$ cat config.mk
export PLATFORM = sky130hd
export DESIGN_NAME = standard_event_status_unit
export DESIGN_NICKNAME = d
export VERILOG_FILES = /design/src/include/event_status_pkg.sv /design/src/rtl/idn_text_rom.sv /design/src/rtl/standard_event_status_unit.sv
export VERILOG_INCLUDE_DIRS = /design/src /design/src/include
export SDC_FILE = /design/constraint.sdc
export NUM_CORES = 1
export LEC_CHECK = 0
export BUFFER_PORTS_ARGS = -buffer_cell sky130_fd_sc_hd__buf_2
export CORE_AREA = 2 2 106 108
export DETAILED_ROUTE_END_ITERATION = 16
export DIE_AREA = 0 0 108 110
export GPL_TIMING_DRIVEN = 0
export PLACE_DENSITY = 0.74
export SLEW_MARGIN = 20
export SYNTH_ARGS = -nofsm -noshare
export SYNTH_HDL_FRONTEND = slang
export SYNTH_SLANG_ARGS = --single-unit
$ cat constraint.sdc
create_clock -name clock_i -period 6.41 [get_ports clock_i]
set_clock_uncertainty 0.05 [all_clocks]
set_input_delay 0.9615 -clock clock_i [delete_from_list [all_inputs] [get_ports clock_i]]
set_output_delay 0.9615 -clock clock_i [all_outputs]
set_load 0.01 [all_outputs]
$ cat src/include/event_status_defs.svh
`ifndef EVENT_STATUS_DEFS_SVH
`define EVENT_STATUS_DEFS_SVH

// ==========================================================================
// Event register bit positions
`define BIT_OP_COMPLETE     0
`define BIT_QUERY_ERR       2
`define BIT_DEVICE_ERR      3
`define BIT_EXEC_ERR        4
`define BIT_CMD_ERR         5
`define BIT_POWER_ON        7
`define UNUSED_EVENT_BITS   8'h42

// ==========================================================================
// Reset values
`define FLAGS_RESET         8'h80
`define MASK_RESET          8'h00

// ==========================================================================
// Identification reply layout
`define IDN_MAX_CHARS       72
`define NAME_CHARS          8
`define SERIAL_CHARS        10
`define VERSION_CHARS       5
`define VERSION_POINT_POS   2

// ==========================================================================
// ASCII codes
`define ASCII_ZERO          8'h30
`define ASCII_NINE          8'h39
`define ASCII_COMMA         8'h2C
`define ASCII_POINT         8'h2E

`endif

$ cat src/include/event_status_pkg.sv
package event_status_pkg;

  // ========================================================================
  // Common commands delivered by the message parser
  typedef enum logic [2:0] {
    CMD_NONE         = 3'h0,
    CMD_ESE_SET      = 3'h1,
    CMD_ESE_QUERY    = 3'h2,
    CMD_ESR_QUERY    = 3'h3,
    CMD_OPC          = 3'h4,
    CMD_IDN_QUERY    = 3'h5,
    CMD_CLEAR_STATUS = 3'h6,
    CMD_RESET        = 3'h7
  } cmd_t;

  // ========================================================================
  // Reply sequencer states
  typedef enum logic [2:0] {
    ST_IDLE     = 3'h0,
    ST_NUM_TX   = 3'h1,
    ST_IDN_ADDR = 3'h2,
    ST_IDN_LOAD = 3'h3,
    ST_IDN_TX   = 3'h4
  } reply_state_t;

  // ========================================================================
  // Whole state of the unit
  typedef struct packed {
    reply_state_t    state;
    logic [7:0]      flags;
    logic [7:0]      mask;
    logic [7:0]      snap;
    logic            is_esr;
    logic            opc_pending;
    logic [2:0][7:0] digits;
    logic [1:0]      ndig;
    logic [1:0]      pos;
    logic [6:0]      idx;
    logic            resp_valid;
    logic [7:0]      resp_data;
    logic            resp_last;
    logic            cmd_ready;
    logic            event_summary_bit;
  } unit_state_t;

endpackage

$ cat src/rtl/idn_text_rom.sv
`timescale 1ns/1ps
`include "event_status_defs.svh"

module idn_text_rom #(
  parameter int              DEPTH = 34,
  parameter logic [DEPTH*8-1:0] TEXT = '0
) (
  input  wire logic       clock_i,  // Unit clock.
  input  wire logic [6:0] addr_i,   // Character index, first character at 0.
  output logic      [7:0] data_o    // Registered character.
);

  // ========================================================================
  // Registered read; first character sits in the top byte of TEXT.
  logic [7:0] data_d;
  logic [7:0] data_q;
  int         sel;

  always_comb begin
    sel    = DEPTH - 1 - int'(addr_i);
    data_d = 8'h00;
    if (int'(addr_i) < DEPTH) begin
      data_d = TEXT[sel*8 +: 8];
    end
  end

  always_ff @(posedge clock_i) begin
    data_q <= data_d;
  end

  assign data_o = data_q;

endmodule // idn_text_rom

$ cat src/rtl/standard_event_status_unit.sv
`timescale 1ns/1ps
`include "event_status_defs.svh"

// Summary of operation
// - ESE write loads the full 8-bit enable mask; omitted bits become zero.
// - ESE query replies with the enable mask as decimal 0 to 255.
// - ESR query replies with the enabled event bits as decimal 0 to 189.
// - Delivering the ESR reply clears the event register.
// - OR of enabled event bits forms the event summary bit.
// - Bits 5, 4, 3, 2 flag command, execution, device and query errors.
// - Bit 7 flags power on; bit 0 flags operation complete.
// - Bits 6 and 1 never carry an event.
// - OPC sets bit 0 once pending operations have finished.
// - OPC overlaps: later commands stay accepted while it waits.
// - IDN query sends maker, model, serial and version, comma separated.
// - Serial number field holds at most 10 digits.
// - Version field is two digits, a point, two digits.
// - Identification reply never exceeds 72 characters.
// - Clear status zeroes events and summary, keeps the enable mask.
// - Device reset leaves the enable mask unchanged.

module standard_event_status_unit
  import event_status_pkg::*;
#(
  parameter logic [`NAME_CHARS*8-1:0]    MAKER_NAME    = "VENDORCO",   // Arbitrary.
  parameter logic [`NAME_CHARS*8-1:0]    MODEL_NAME    = "SIGGEN01",   // Arbitrary.
  parameter logic [`SERIAL_CHARS*8-1:0]  SERIAL_NUMBER = "0000000001", // Arbitrary.
  parameter logic [`VERSION_CHARS*8-1:0] SW_VERSION    = "01.00"       // Arbitrary.
) (
  input  wire logic       clock_i,           // Unit clock, 250 MHz.
  input  wire logic       rst_n_i,           // Synchronous reset, active low.
  input  wire logic       cmd_valid_i,       // Parsed command present.
  input  wire cmd_t       cmd_code_i,        // Parsed command code.
  input  wire logic [7:0] cmd_arg_i,         // Numeric argument of the ESE write.
  output logic            cmd_ready_o,       // Command can be taken.
  output logic            resp_valid_o,      // Reply character present.
  output logic      [7:0] resp_data_o,       // Reply character, ASCII.
  output logic            resp_last_o,       // Last character of the reply.
  input  wire logic       resp_ready_i,      // Reply character taken.
  input  wire logic       cmd_error_i,       // Command error event pulse.
  input  wire logic       exec_error_i,      // Execution error event pulse.
  input  wire logic       dev_error_i,       // Device-dependent error event pulse.
  input  wire logic       query_error_i,     // Query error event pulse.
  input  wire logic       ops_busy_i,        // Selected device operations pending.
  output logic      [7:0] event_flags_o,     // Event register contents.
  output logic      [7:0] event_mask_o,      // Event enable mask contents.
  output logic            event_summary_bit_o // Summary bit for status byte bit 5.
);

  // ========================================================================
  // Identification text
  localparam int IDN_LEN = 2 * `NAME_CHARS + `SERIAL_CHARS + `VERSION_CHARS + 3;
  localparam int VER_START = IDN_LEN - `VERSION_CHARS;
  localparam logic [IDN_LEN*8-1:0] IDN_TEXT = {MAKER_NAME, `ASCII_COMMA, MODEL_NAME,
    `ASCII_COMMA, SERIAL_NUMBER, `ASCII_COMMA, SW_VERSION};
  localparam logic [6:0] IDN_LAST = 7'(IDN_LEN - 1);

  unit_state_t s_q;
  unit_state_t s_d;
  logic [7:0]  rom_data;
  logic        take;
  logic        delivered;
  logic        opc_done;
  logic [7:0]  ev_set;
  logic [7:0]  ev_clr;
  logic [7:0]  num_val;
  logic [7:0]  hund;
  logic [7:0]  tens;
  logic [7:0]  ones;

  idn_text_rom #(
    .DEPTH (IDN_LEN),
    .TEXT  (IDN_TEXT)
  ) u_rom (
    .clock_i (clock_i),
    .addr_i  (s_q.idx),
    .data_o  (rom_data)
  );

  // ========================================================================
  // Next state
  always_comb begin
    s_d       = s_q;
    take      = cmd_valid_i && s_q.cmd_ready;
    delivered = s_q.resp_valid && resp_ready_i;
    opc_done  = s_q.opc_pending && !ops_busy_i;
    num_val   = (cmd_code_i == CMD_ESE_QUERY) ? s_q.mask : (s_q.flags & s_q.mask);
    hund      = num_val / 8'h64;
    tens      = (num_val / 8'h0A) % 8'h0A;
    ones      = num_val % 8'h0A;

    // Events set sticky bits; unused positions never load.
    ev_set                   = 8'h00;
    ev_set[`BIT_CMD_ERR]     = cmd_error_i;
    ev_set[`BIT_EXEC_ERR]    = exec_error_i;
    ev_set[`BIT_DEVICE_ERR]  = dev_error_i;
    ev_set[`BIT_QUERY_ERR]   = query_error_i;
    ev_set[`BIT_OP_COMPLETE] = opc_done;
    ev_clr                   = 8'h00;

    if (opc_done) begin
      s_d.opc_pending = 1'b0;
    end

    case (s_q.state)
      ST_IDLE: begin
        if (take) begin
          case (cmd_code_i)
            CMD_ESE_SET: begin
              s_d.mask = cmd_arg_i;
            end
            CMD_ESE_QUERY, CMD_ESR_QUERY: begin
              s_d.is_esr = (cmd_code_i == CMD_ESR_QUERY);
              s_d.snap   = s_q.flags;
              s_d.pos    = 2'h0;
              if (num_val >= 8'h64) begin
                s_d.digits = {`ASCII_ZERO + ones, `ASCII_ZERO + tens, `ASCII_ZERO + hund};
                s_d.ndig   = 2'h3;
              end else if (num_val >= 8'h0A) begin
                s_d.digits = {8'h00, `ASCII_ZERO + ones, `ASCII_ZERO + tens};
                s_d.ndig   = 2'h2;
              end else begin
                s_d.digits = {8'h00, 8'h00, `ASCII_ZERO + ones};
                s_d.ndig   = 2'h1;
              end
              s_d.resp_valid = 1'b1;
              s_d.resp_data  = s_d.digits[0];
              s_d.resp_last  = (s_d.ndig == 2'h1);
              s_d.state      = ST_NUM_TX;
            end
            CMD_OPC: begin
              s_d.opc_pending = 1'b1;
            end
            CMD_IDN_QUERY: begin
              s_d.idx   = 7'h00;
              s_d.state = ST_IDN_ADDR;
            end
            CMD_CLEAR_STATUS: begin
              ev_clr          = 8'hFF;
              s_d.opc_pending = 1'b0;
            end
            CMD_RESET: begin
              s_d.opc_pending = 1'b0;
            end
            default: begin
            end
          endcase
        end
      end
      ST_NUM_TX: begin
        if (delivered) begin
          if (s_q.resp_last) begin
            s_d.resp_valid = 1'b0;
            s_d.state      = ST_IDLE;
            if (s_q.is_esr) begin
              ev_clr = s_q.snap;
            end
          end else begin
            s_d.pos       = s_q.pos + 2'h1;
            s_d.resp_data = s_q.digits[s_d.pos];
            s_d.resp_last = (s_d.pos == s_q.ndig - 2'h1);
          end
        end
      end
      ST_IDN_ADDR: begin
        s_d.state = ST_IDN_LOAD;
      end
      ST_IDN_LOAD: begin
        s_d.resp_valid = 1'b1;
        s_d.resp_data  = rom_data;
        s_d.resp_last  = (s_q.idx == IDN_LAST);
        s_d.state      = ST_IDN_TX;
      end
      ST_IDN_TX: begin
        if (delivered) begin
          s_d.resp_valid = 1'b0;
          if (s_q.resp_last) begin
            s_d.state = ST_IDLE;
          end else begin
            s_d.idx   = s_q.idx + 7'h01;
            s_d.state = ST_IDN_ADDR;
          end
        end
      end
      default: begin
        s_d.state      = ST_IDLE;
        s_d.resp_valid = 1'b0;
      end
    endcase

    // A new event wins over a clear in the same cycle.
    s_d.flags     = ((s_q.flags & ~ev_clr) | ev_set) & ~`UNUSED_EVENT_BITS;
    s_d.cmd_ready = (s_d.state == ST_IDLE);
    s_d.event_summary_bit = |(s_d.flags & s_d.mask);
  end

  always_ff @(posedge clock_i) begin
    if (!rst_n_i) begin
      s_q             <= '0;
      s_q.state       <= ST_IDLE;
      s_q.flags       <= `FLAGS_RESET;
      s_q.mask        <= `MASK_RESET;
      s_q.cmd_ready   <= 1'b1;
      s_q.event_summary_bit <= 1'b0;
    end else begin
      s_q <= s_d;
    end
  end

  assign cmd_ready_o         = s_q.cmd_ready;
  assign resp_valid_o        = s_q.resp_valid;
  assign resp_data_o         = s_q.resp_data;
  assign resp_last_o         = s_q.resp_last;
  assign event_flags_o       = s_q.flags;
  assign event_mask_o        = s_q.mask;
  assign event_summary_bit_o = s_q.event_summary_bit;

  logic no_events;
  assign no_events = !(cmd_error_i || exec_error_i || dev_error_i || query_error_i || opc_done);

  // Last character of an event register reading is being taken in this cycle.
  logic esr_end;
  assign esr_end = s_q.state == ST_NUM_TX && s_q.is_esr && delivered && s_q.resp_last;
endmodule // standard_event_status_unit

==> flow_summary.ini, run 1 <==
[power]
p_leak_nw = 2.73
powerDensity_nw_per_um2 = 162
peakVddDrop_uv = 101

[floorplan]
fp.dieW_um = 108
ios = 48
rows = 38
start_util_pct = 53.8
die_h_um = 110
coreArea_um2 = 10700
die_area_um2 = 11900

[route]
route.vias.total = 6155
final_antenna_net_count = 0
post_drt_wl_per_cell_um = 17.5
vias_per_cell = 6.23
drt-initial-drc-count = 585
drt-total-wl_um = 17200
drt_pass1_iterations = 5
drc_errors = 0

[cells_and_area]
n_antenna_cell = 0
final_cell_mix = nor2_1, nand2_1, dfxtp_1, a21oi_1, buf_4
area_delta_synth_final_pct = 21.6
final_common_cell = nor2_1
seq_area_um2 = 1580
layout-drive-gt1-share_pct = 23.7
layout.nets = 884
final_cells = 988
fillers = 918
multi_input_area_um2 = 4110
final_util_pct = 65.4

[synth]
synth_cell_type_count = 89
synth_edf_count = 0
synthCells = 761
syn_avg_cell_area_um2 = 7.56
yosysTopAreaCellShare_pct = 27.5
yosys_register_bits = 79
seq_area_frac_synth_pct = 27.5
ys.flop_type = dfxtp_1
synth.area.top_cells = dfxtp_1, nor2_1, a21oi_1
synth_area_um2 = 5750
ys_async_sr_fraction_pct = 0
yosys_warnings = 0
synth_area_leader_cell = dfxtp_1

[global_routing]
grt_pass1_vias = 5743
gr-usage-all-layers_pct = 28.7
antenna_found_initial = 0
grt_pass1_wl_um = 27500
gr-total-overflow = 0
grt_max_degree = 14

[sta]
rsz0062_at_grt = true
setup_viol = 0
finalCritPeriodShare_pct = 98.6
timing.fmax_mhz = 158
slew_headroom_pct = 31.7
hold_ws_ns = 0.411
worstMarginPinSlew_ns = 1.01
slew_viol_final = 0
period_needed_ns = 6.32
hold_violations = 0

[clock_network]
cts_max_path_buffers = 2
cts_hold_buf = 0
htreeDepth = 3
clk_pin_slew_ns = 0.08
cts_made_buffers = 9
root_buffer = clkbuf_8
cts_tree = yes
worstSkewPairLatency_ns = 0.36
cts_sinks = 79

[worst_setup_path]
crit_slowest_cell = mux2_4
end_kind = register
crit_path_start_kind = primary input
arrival_ns = 6.53
critPathMaxStageDelay_ns = 0.38
worstSetupPathType = primary input to register
path_common_cell = ha_4
regToRegSetupSlack_ns = 0.52
cp_max_fo = 7
worst_ep_required_time_ns = 6.62

[placed_design]
place_congestion = 0.956
port_buffers = 44
dp_hpwl_um = 12300
placed_cells = 946

[run_status]
status = finished clean

[min_path]
hp-class = register to register

[flow_run]
cap_viol_max_count = 0
==> path summary, 6_finish.rpt <==
| check | start | endpoint | cells past startpoint |
|---|---|---|---|
| worst max-delay path | cmd_code_i[0] | s_q[29] | 29 |
| worst min-delay path | s_q[54] | s_q[54] | 2 |
| worst max register to register | event_mask_o[6] | s_q[29] | 26 |
| worst min register to register | s_q[54] | s_q[54] | 2 |
==> cell usage after synthesis (all sizes together) (8+ instances only) <==
cell type / n
clkbuf: 32
a31oi: 15
mux2: 14
inv: 24
o22ai: 9
nand3: 16
nor3: 21
xor2: 9
dfxtp: 79
xnor2: 12
and3: 8
o21ai: 55
nor3b: 8
mux2i: 17
o211ai: 9
a22oi: 20
a21oi: 68
o21a: 8
ha: 21
nor2: 92
nand2: 80
buf: 32
==> where the power goes <==
group	internal (mW)	switching (mW)
combinational	0.0962	0.127
clock	0.202	0.186
sequential	0.510	0.0150
==> logic make-up (layout without fill, tap and decap cells) <==
family,Yosys count,count (layout),synth area share (%)
AOI/OAI and AO/OA,249,249,29.2
muxes,31,31,5.98
and+or+nand+nor,270,270,22.0
DFF,79,79,27.5
buffers and inverters,89,175,7.55
xor gates and xnor gates,21,21,3.20
adders and majority gates,21,21,4.57
other,1,2,0.0652
==> critical path, delay by kind of cell <==
| family | cells | cell delay, ns |
|---|---|---|
| AND/OR/NAND/NOR | 6 | 1.36 |
| buffers and inverters | 5 | 0.51 |
| AO/OA/AOI/OAI | 13 | 2.40 |
| adder cells (fa/ha/maj) | 3 | 0.58 |
| multiplexers | 2 | 0.69 |
==> metrics by stage <==
step | setup WS [ns] | setup TNS (ns) | power [mW] | instance area [µm²]
floorplan | 0.0135 | 0 | 0.667 | 5790
global placement | -1.13 | -19.06 | 0.720 | 6180
detailed placement | -1.13 | -18.72 | 0.724 | 6180
CTS | 0.00867 | 0 | 1.11 | 6610
global route | -0.102 | -0.259 | 1.18 | 7000
finish | 0.0884 | 0 | 1.14 | 7000
==> metal layers <==
metal / GRT usage (%) / up-vias / part of all wire, % / wire, µm
li1: - / 2919 / - / -
met1: 34.8 / 2940 / 42 / 7250
met2: 50.0 / 252 / 50 / 8680
met3: 4.76 / 44 / 5.2 / 889
met4: 13.2 / 0 / 2.5 / 431
met5: 0 / - / 0 / 0
==> layout make-up <==
cell class | count | area share, %
multi-input combinational | 594 | 58.7
sequential | 79 | 22.6
timing repair buffer | 70 | 6.38
buffer | 64 | 5.44
tap | 140 | 2.50
clock buffer | 12 | 2.22
inverter | 25 | 1.38
clock inverter | 4 | 0.769
==> sequential cells by signal (all words and copies together) (netlist names) <==
name	cells
cmd_ready_o	1
u_rom.data_o	7
resp_last_o	1
event_summary_bit_o	1
event_mask_o	8
resp_data_o	8
s_q	46
resp_valid_o	1
event_flags_o	6
==> what timing repair did <==
action | in CTS | in global routing
endpoints found under the setup margin | 28 | 14
buffers inserted | 11 | 15
gates cloned | 0 | 0
pin swaps | 12 | 24
gates resized for setup | 32 | 60
Note: power is estimated with default switching activity, not from simulation.
==> run 2: changes to the inputs <==
Settings changed: CORE_AREA 2 2 106 108 to 2 2 101 103, DIE_AREA 0 0 108 110 to 0 0 103 105, PLACE_DENSITY 0.74 to 0.77, SETUP_SLACK_MARGIN set to 0.15.
Clock period 6.41 ns to 6.3 ns, I/O delays scaled along.
==> run 2 against run 1 <==
- via count rose by 1.2%
- total power grew 5.4%
- largest cell class unchanged
- critical endpoint unchanged
- first-iteration DRC count is 11% lower
- global-route usage up 4.8 points
- worst setup slack got worse by 0.0076 ns
- critical path depth unchanged
- combinational power grew 6%
- clock power up 9.5%
- highest routed layer unchanged
- die area decreased by 9.0%
- register-to-register slack barely moved
==> flow_summary.ini, run 2 (synthesis results as in run 1) <==
[worst_setup_path]
crit_slowest_cell = mux2_4
path_delay_family = compound AO/OA/AOI/OAI gates
worstSetupPathType = primary input to register
worst_ep_required_time_ns = 6.51
cp.depth = 29
crit_path_start_kind = primary input
cp_max_fo = 11
arrival_ns = 6.43
critPathBufInv = 6
end_kind = register
critPathMaxStageDelay_ns = 0.36
reg2reg_depth = 24
path_common_cell = ha_4

[min_path]
hp-class = register to register
hold_path_depth = 2

[cells_and_area]
fin_area_um2 = 7150
layout-drive-gt1-share_pct = 25.5
layout.nets = 898
area_delta_synth_final_pct = 24.2
final_common_cell = nor2_1
n_antenna_cell = 0
final_util_pct = 74.2
final_cell_mix = nor2_1, dfxtp_1, nand2_1, buf_4, a21oi_1
fillers = 750
final_cells = 995
largest_register_ffs = 46
regMostFlops = s_q

[route]
drc_errors = 0
drt-initial-drc-count = 522
drt-total-wl_um = 18100
post_drt_wl_per_cell_um = 18.2
route.vias.total = 6231
vias_per_cell = 6.26
drt_pass1_iterations = 8
final_antenna_net_count = 0

[global_routing]
grt_pass1_vias = 5851
grt_busiest_layer = met2
use_met1_pct = 41.8
gr-total-overflow = 0
grt.met2_usage_pct = 57.2
antenna_found_initial = 0
grt_max_degree = 13
grt_pass1_wl_um = 29000
gr-usage-all-layers_pct = 33.5
use_met3_pct = 4.88

[placed_design]
place_congestion = 0.951
port_buffers = 44
dp_hpwl_um = 12800
placed_cells = 939
placement.cell_area_um2 = 6240

[clock_network]
htreeDepth = 3
worstSkewPairLatency_ns = 0.37
cts_max_path_buffers = 2
cts_sinks = 79
cts_tree = yes
cts_made_buffers = 9
root_buffer = clkbuf_8
cts_hold_buf = 0
clk_pin_slew_ns = 0.08

[floorplan]
rows = 36
die_area_um2 = 10800
start_util_pct = 59.7
fp.dieW_um = 103
coreArea_um2 = 9640
die_h_um = 105
ios = 48

[power]
powerDensity_nw_per_um2 = 168
peakVddDrop_uv = 163
p_leak_nw = 2.82

[sta]
setup_tns_ns = 0
period_needed_ns = 6.22
rsz0062_at_grt = true
slew_viol_final = 0
setup_viol = 0
hold_violations = 0
slew_headroom_pct = 46.0
worstMarginPinSlew_ns = 0.810
finalCritPeriodShare_pct = 98.7
timing.fmax_mhz = 161

[run_status]
status = finished clean

[flow_run]
cap_viol_max_count = 0
==> run 2: changes by cell type in the layout (fill, tap and decap cells not counted), moves of 2 or more <==
cell and delta:
buf_4 +15, buf_6 -2, buf_8 +2, clkinvlp_4 -2
nand2_1 -2, nand2_2 +2, nor3_2 -2, nor4_2 +2
==> run 2: where the power goes <==
part | internal [mW] | leakage (nW) | switching, mW
clock network | 0.245 | 0.114 | 0.181
logic | 0.105 | 2.06 | 0.132
registers | 0.519 | 0.642 | 0.0159
==> run 2: repair_timing <==
action                                  CTS  global route
endpoints found under the setup margin   29            16
setup buffers                            28            12
pin swaps                                24            35
resized for setup                        51            30
==> run 2: area by class of cell <==
type | count | area, µm² | area share (%)
flip-flops and latches | 79 | 1580 | 22.1
plain buffers | 64 | 392 | 5.48
clock inverters | 3 | 65.1 | 0.910
multi-input cells | 594 | 4140 | 57.9
clock buffers | 13 | 159 | 2.22
well taps | 133 | 166 | 2.33
repair buffers | 84 | 551 | 7.70
inverters | 25 | 98.8 | 1.38
==> run 2: path summary, 6_finish.rpt <==
check	from	endpoint	slack (ns)
setup reg to reg	event_mask_o[6]	s_q[29]	0.53
setup / recovery	cmd_code_i[1]	s_q[29]	0.08
hold / removal	s_q[53]	s_q[53]	0.41
hold reg to reg	s_q[53]	s_q[53]	0.41
==> run 2: routing by layer <==
metal | vias to the layer above | routed length [µm]
met5 | - | 0
met2 | 283 | 9180
li1 | 2940 | -
met4 | 0 | 490
met3 | 55 | 1120
met1 | 2953 | 7350
==> run 2: tightest hold or removal path, cell delays in order, from the launching register on <==
cell and delay (ns):
dfxtp_1 0.31, nand2_1 0.05, a21oi_1 0.05
==> run 2: per-stage QoR <==
step / worst slack (ns) / total power [mW] / hold WS [ns]
after global placement: -1.10 / 0.736 / 0.393
after floorplan: 0.128 / 0.680 / 0.379
after global routing: -0.0381 / 1.24 / 0.429
after CTS: 0.154 / 1.18 / 0.410
after detailed placement: -1.05 / 0.739 / 0.399
final: 0.0807 / 1.20 / 0.409
==> run 3: changes to the inputs <==
Settings changed: BUFFER_PORTS_ARGS -buffer_cell sky130_fd_sc_hd__buf_2 to -buffer_cell sky130_fd_sc_hd__buf_4.
==> run 3 against run 2 <==
- worst setup slack got worse by 0.11 ns
- largest power group unchanged
- clock power fell by 4%
- the flow now finishes with violations (negative setup slack)
- fmax fell by 1.7%
- combinational power rose by 11%
- sequential cell count did not move
- highest routed layer unchanged
- cell area rose by 3.1%
- die area did not move
==> flow_summary.ini, run 3 (synthesis results as in run 1) <==
[worst_setup_path]
path_delay_family = compound AO/OA/AOI/OAI gates
arrival_ns = 6.53
worstSetupPathType = primary input to register
worst_ep_required_time_ns = 6.50
crit_path_start_kind = primary input
path_common_cell = ha_4
critPathMaxStageDelay_ns = 0.36
end_kind = register
crit_slowest_cell = mux2_4
cp_max_fo = 5
critPathBufInv = 6

[clock_network]
cts_made_buffers = 9
root_buffer = clkbuf_8
cts_sinks = 79
clk_pin_slew_ns = 0.08
cts_max_path_buffers = 2
worstSkewPairLatency_ns = 0.36
htreeDepth = 3
cts_tree = yes
cts_hold_buf = 0

[cells_and_area]
fillers = 741
n_antenna_cell = 0
final_cells = 1003
regMostFlops = s_q
largest_register_ffs = 46
area_delta_synth_final_pct = 28.1
layout.nets = 906
final_cell_mix = buf_4, nor2_1, dfxtp_1, nand2_1, a21oi_1
final_util_pct = 76.5
layout-drive-gt1-share_pct = 27.4
multi_input_area_um2 = 4200
seq_area_um2 = 1580
final_common_cell = buf_4
fin_area_um2 = 7370

[power]
internal_power_mw = 0.856
p_leak_nw = 2.88
p_sw_share_pct = 28.9
peakVddDrop_uv = 123
combPwrFrac_pct = 21.8
p_clk_share_pct = 33.7
p_switching_mw = 0.348
seqPwrFrac_pct = 44.5
powerDensity_nw_per_um2 = 163

[route]
route.vias.total = 6385
vias_per_cell = 6.37
final_antenna_net_count = 0
drt-total-wl_um = 19200
drt_pass1_iterations = 5
drt-initial-drc-count = 569
drc_errors = 0
post_drt_wl_per_cell_um = 19.1

[sta]
setup_tns_ns = -0.0284
hold_violations = 0
period_needed_ns = 6.33
post-route-worst-setup-slack_ns = -0.0284
timing.fmax_mhz = 158
worstMarginPinSlew_ns = 0.747
rsz0062_at_grt = true
finalCritPeriodShare_pct = 100
slew_viol_final = 0
setup_viol = 1
slew_headroom_pct = 49.5

[placed_design]
placed_cells = 939
place_worst_setup_slack_ns = -1.00
dp_hpwl_um = 13100
placement.cell_area_um2 = 6350
port_buffers = 44
place_congestion = 0.952

[global_routing]
use_met3_pct = 3.48
grt_max_degree = 14
gr-total-overflow = 0
grt_busiest_layer = met2
grt.met2_usage_pct = 59.3
gr-usage-all-layers_pct = 34.1
use_met1_pct = 42.6
grt_pass1_vias = 5934
grt_pass1_wl_um = 29500
antenna_found_initial = 0

[floorplan]
start_util_pct = 59.7
fp.dieW_um = 103
rows = 36
die_h_um = 105
ios = 48
die_area_um2 = 10800
coreArea_um2 = 9640

[run_status]
violations = negative setup slack
status = finished, violations left

[min_path]
hp-class = register to register

[flow_run]
cap_viol_max_count = 0
## run 3: cell types whose count changed in the layout (fill, tap and decap cells not counted), sizes merged
cell / change
bufinv: -1
clkinvlp: +3
clkbuf: +1
buf: +6
clkinv: -1
## run 3: worst min-delay path, stage by stage (launching register included)
cell,delay [ns]
dfxtp_1,0.31
nand2_1,0.05
a21oi_1,0.05
## run 3: per-stage QoR
step           hold slack [ns]  total power [mW]
4_1_cts                  0.409              1.18
3_5_place_dp             0.399             0.750
5_1_grt                  0.440              1.24
3_3_place_gp             0.390             0.746
2_1_floorplan            0.379             0.680
6_report                 0.407              1.20
## run 3: worst paths after layout
path,start,end,slack (ns),cells after the start
worst min-delay path,s_q[54],s_q[54],0.41,2
worst max-delay path,cmd_code_i[0],s_q[29],-0.03,29
worst min register to register,s_q[54],s_q[54],0.41,2
worst max register to register,event_mask_o[6],s_q[29],0.34,25
## run 3: layout make-up
cell class | count | area share [%]
Timing Repair Buffer | 92 | 9.68
Clock inverter | 4 | 0.713
Clock buffer | 12 | 2.24
Multi-Input combinational cell | 594 | 57.0
Inverter | 25 | 1.34
Tap cell | 133 | 2.26
Buffer | 64 | 5.36
Sequential cell | 79 | 21.5
## run 3: metal layers
layer / part of all wire [%] / wire [µm] / vias to the layer above
met5: 0 / 0 / -
met4: 5.0 / 953 / 0
met3: 6.4 / 1220 / 92
met2: 50 / 9550 / 325
met1: 39 / 7450 / 3013
li1: - / - / 2955
## run 3: power groups by stage
stage	clock network, mW	registers, mW	logic [mW]
2_1_floorplan	0	0.542	0.138
4_1_cts	0.406	0.535	0.236
5_1_grt	0.421	0.538	0.280
3_5_place_dp	0	0.546	0.204
3_3_place_gp	0	0.545	0.200
6_report	0.406	0.536	0.263
## run 3: repair_timing
action                                  CTS  global route
endpoints found under the setup margin   29            20
pin swaps                                32            35
buffers inserted                         34            14
gates resized for setup                  52            33
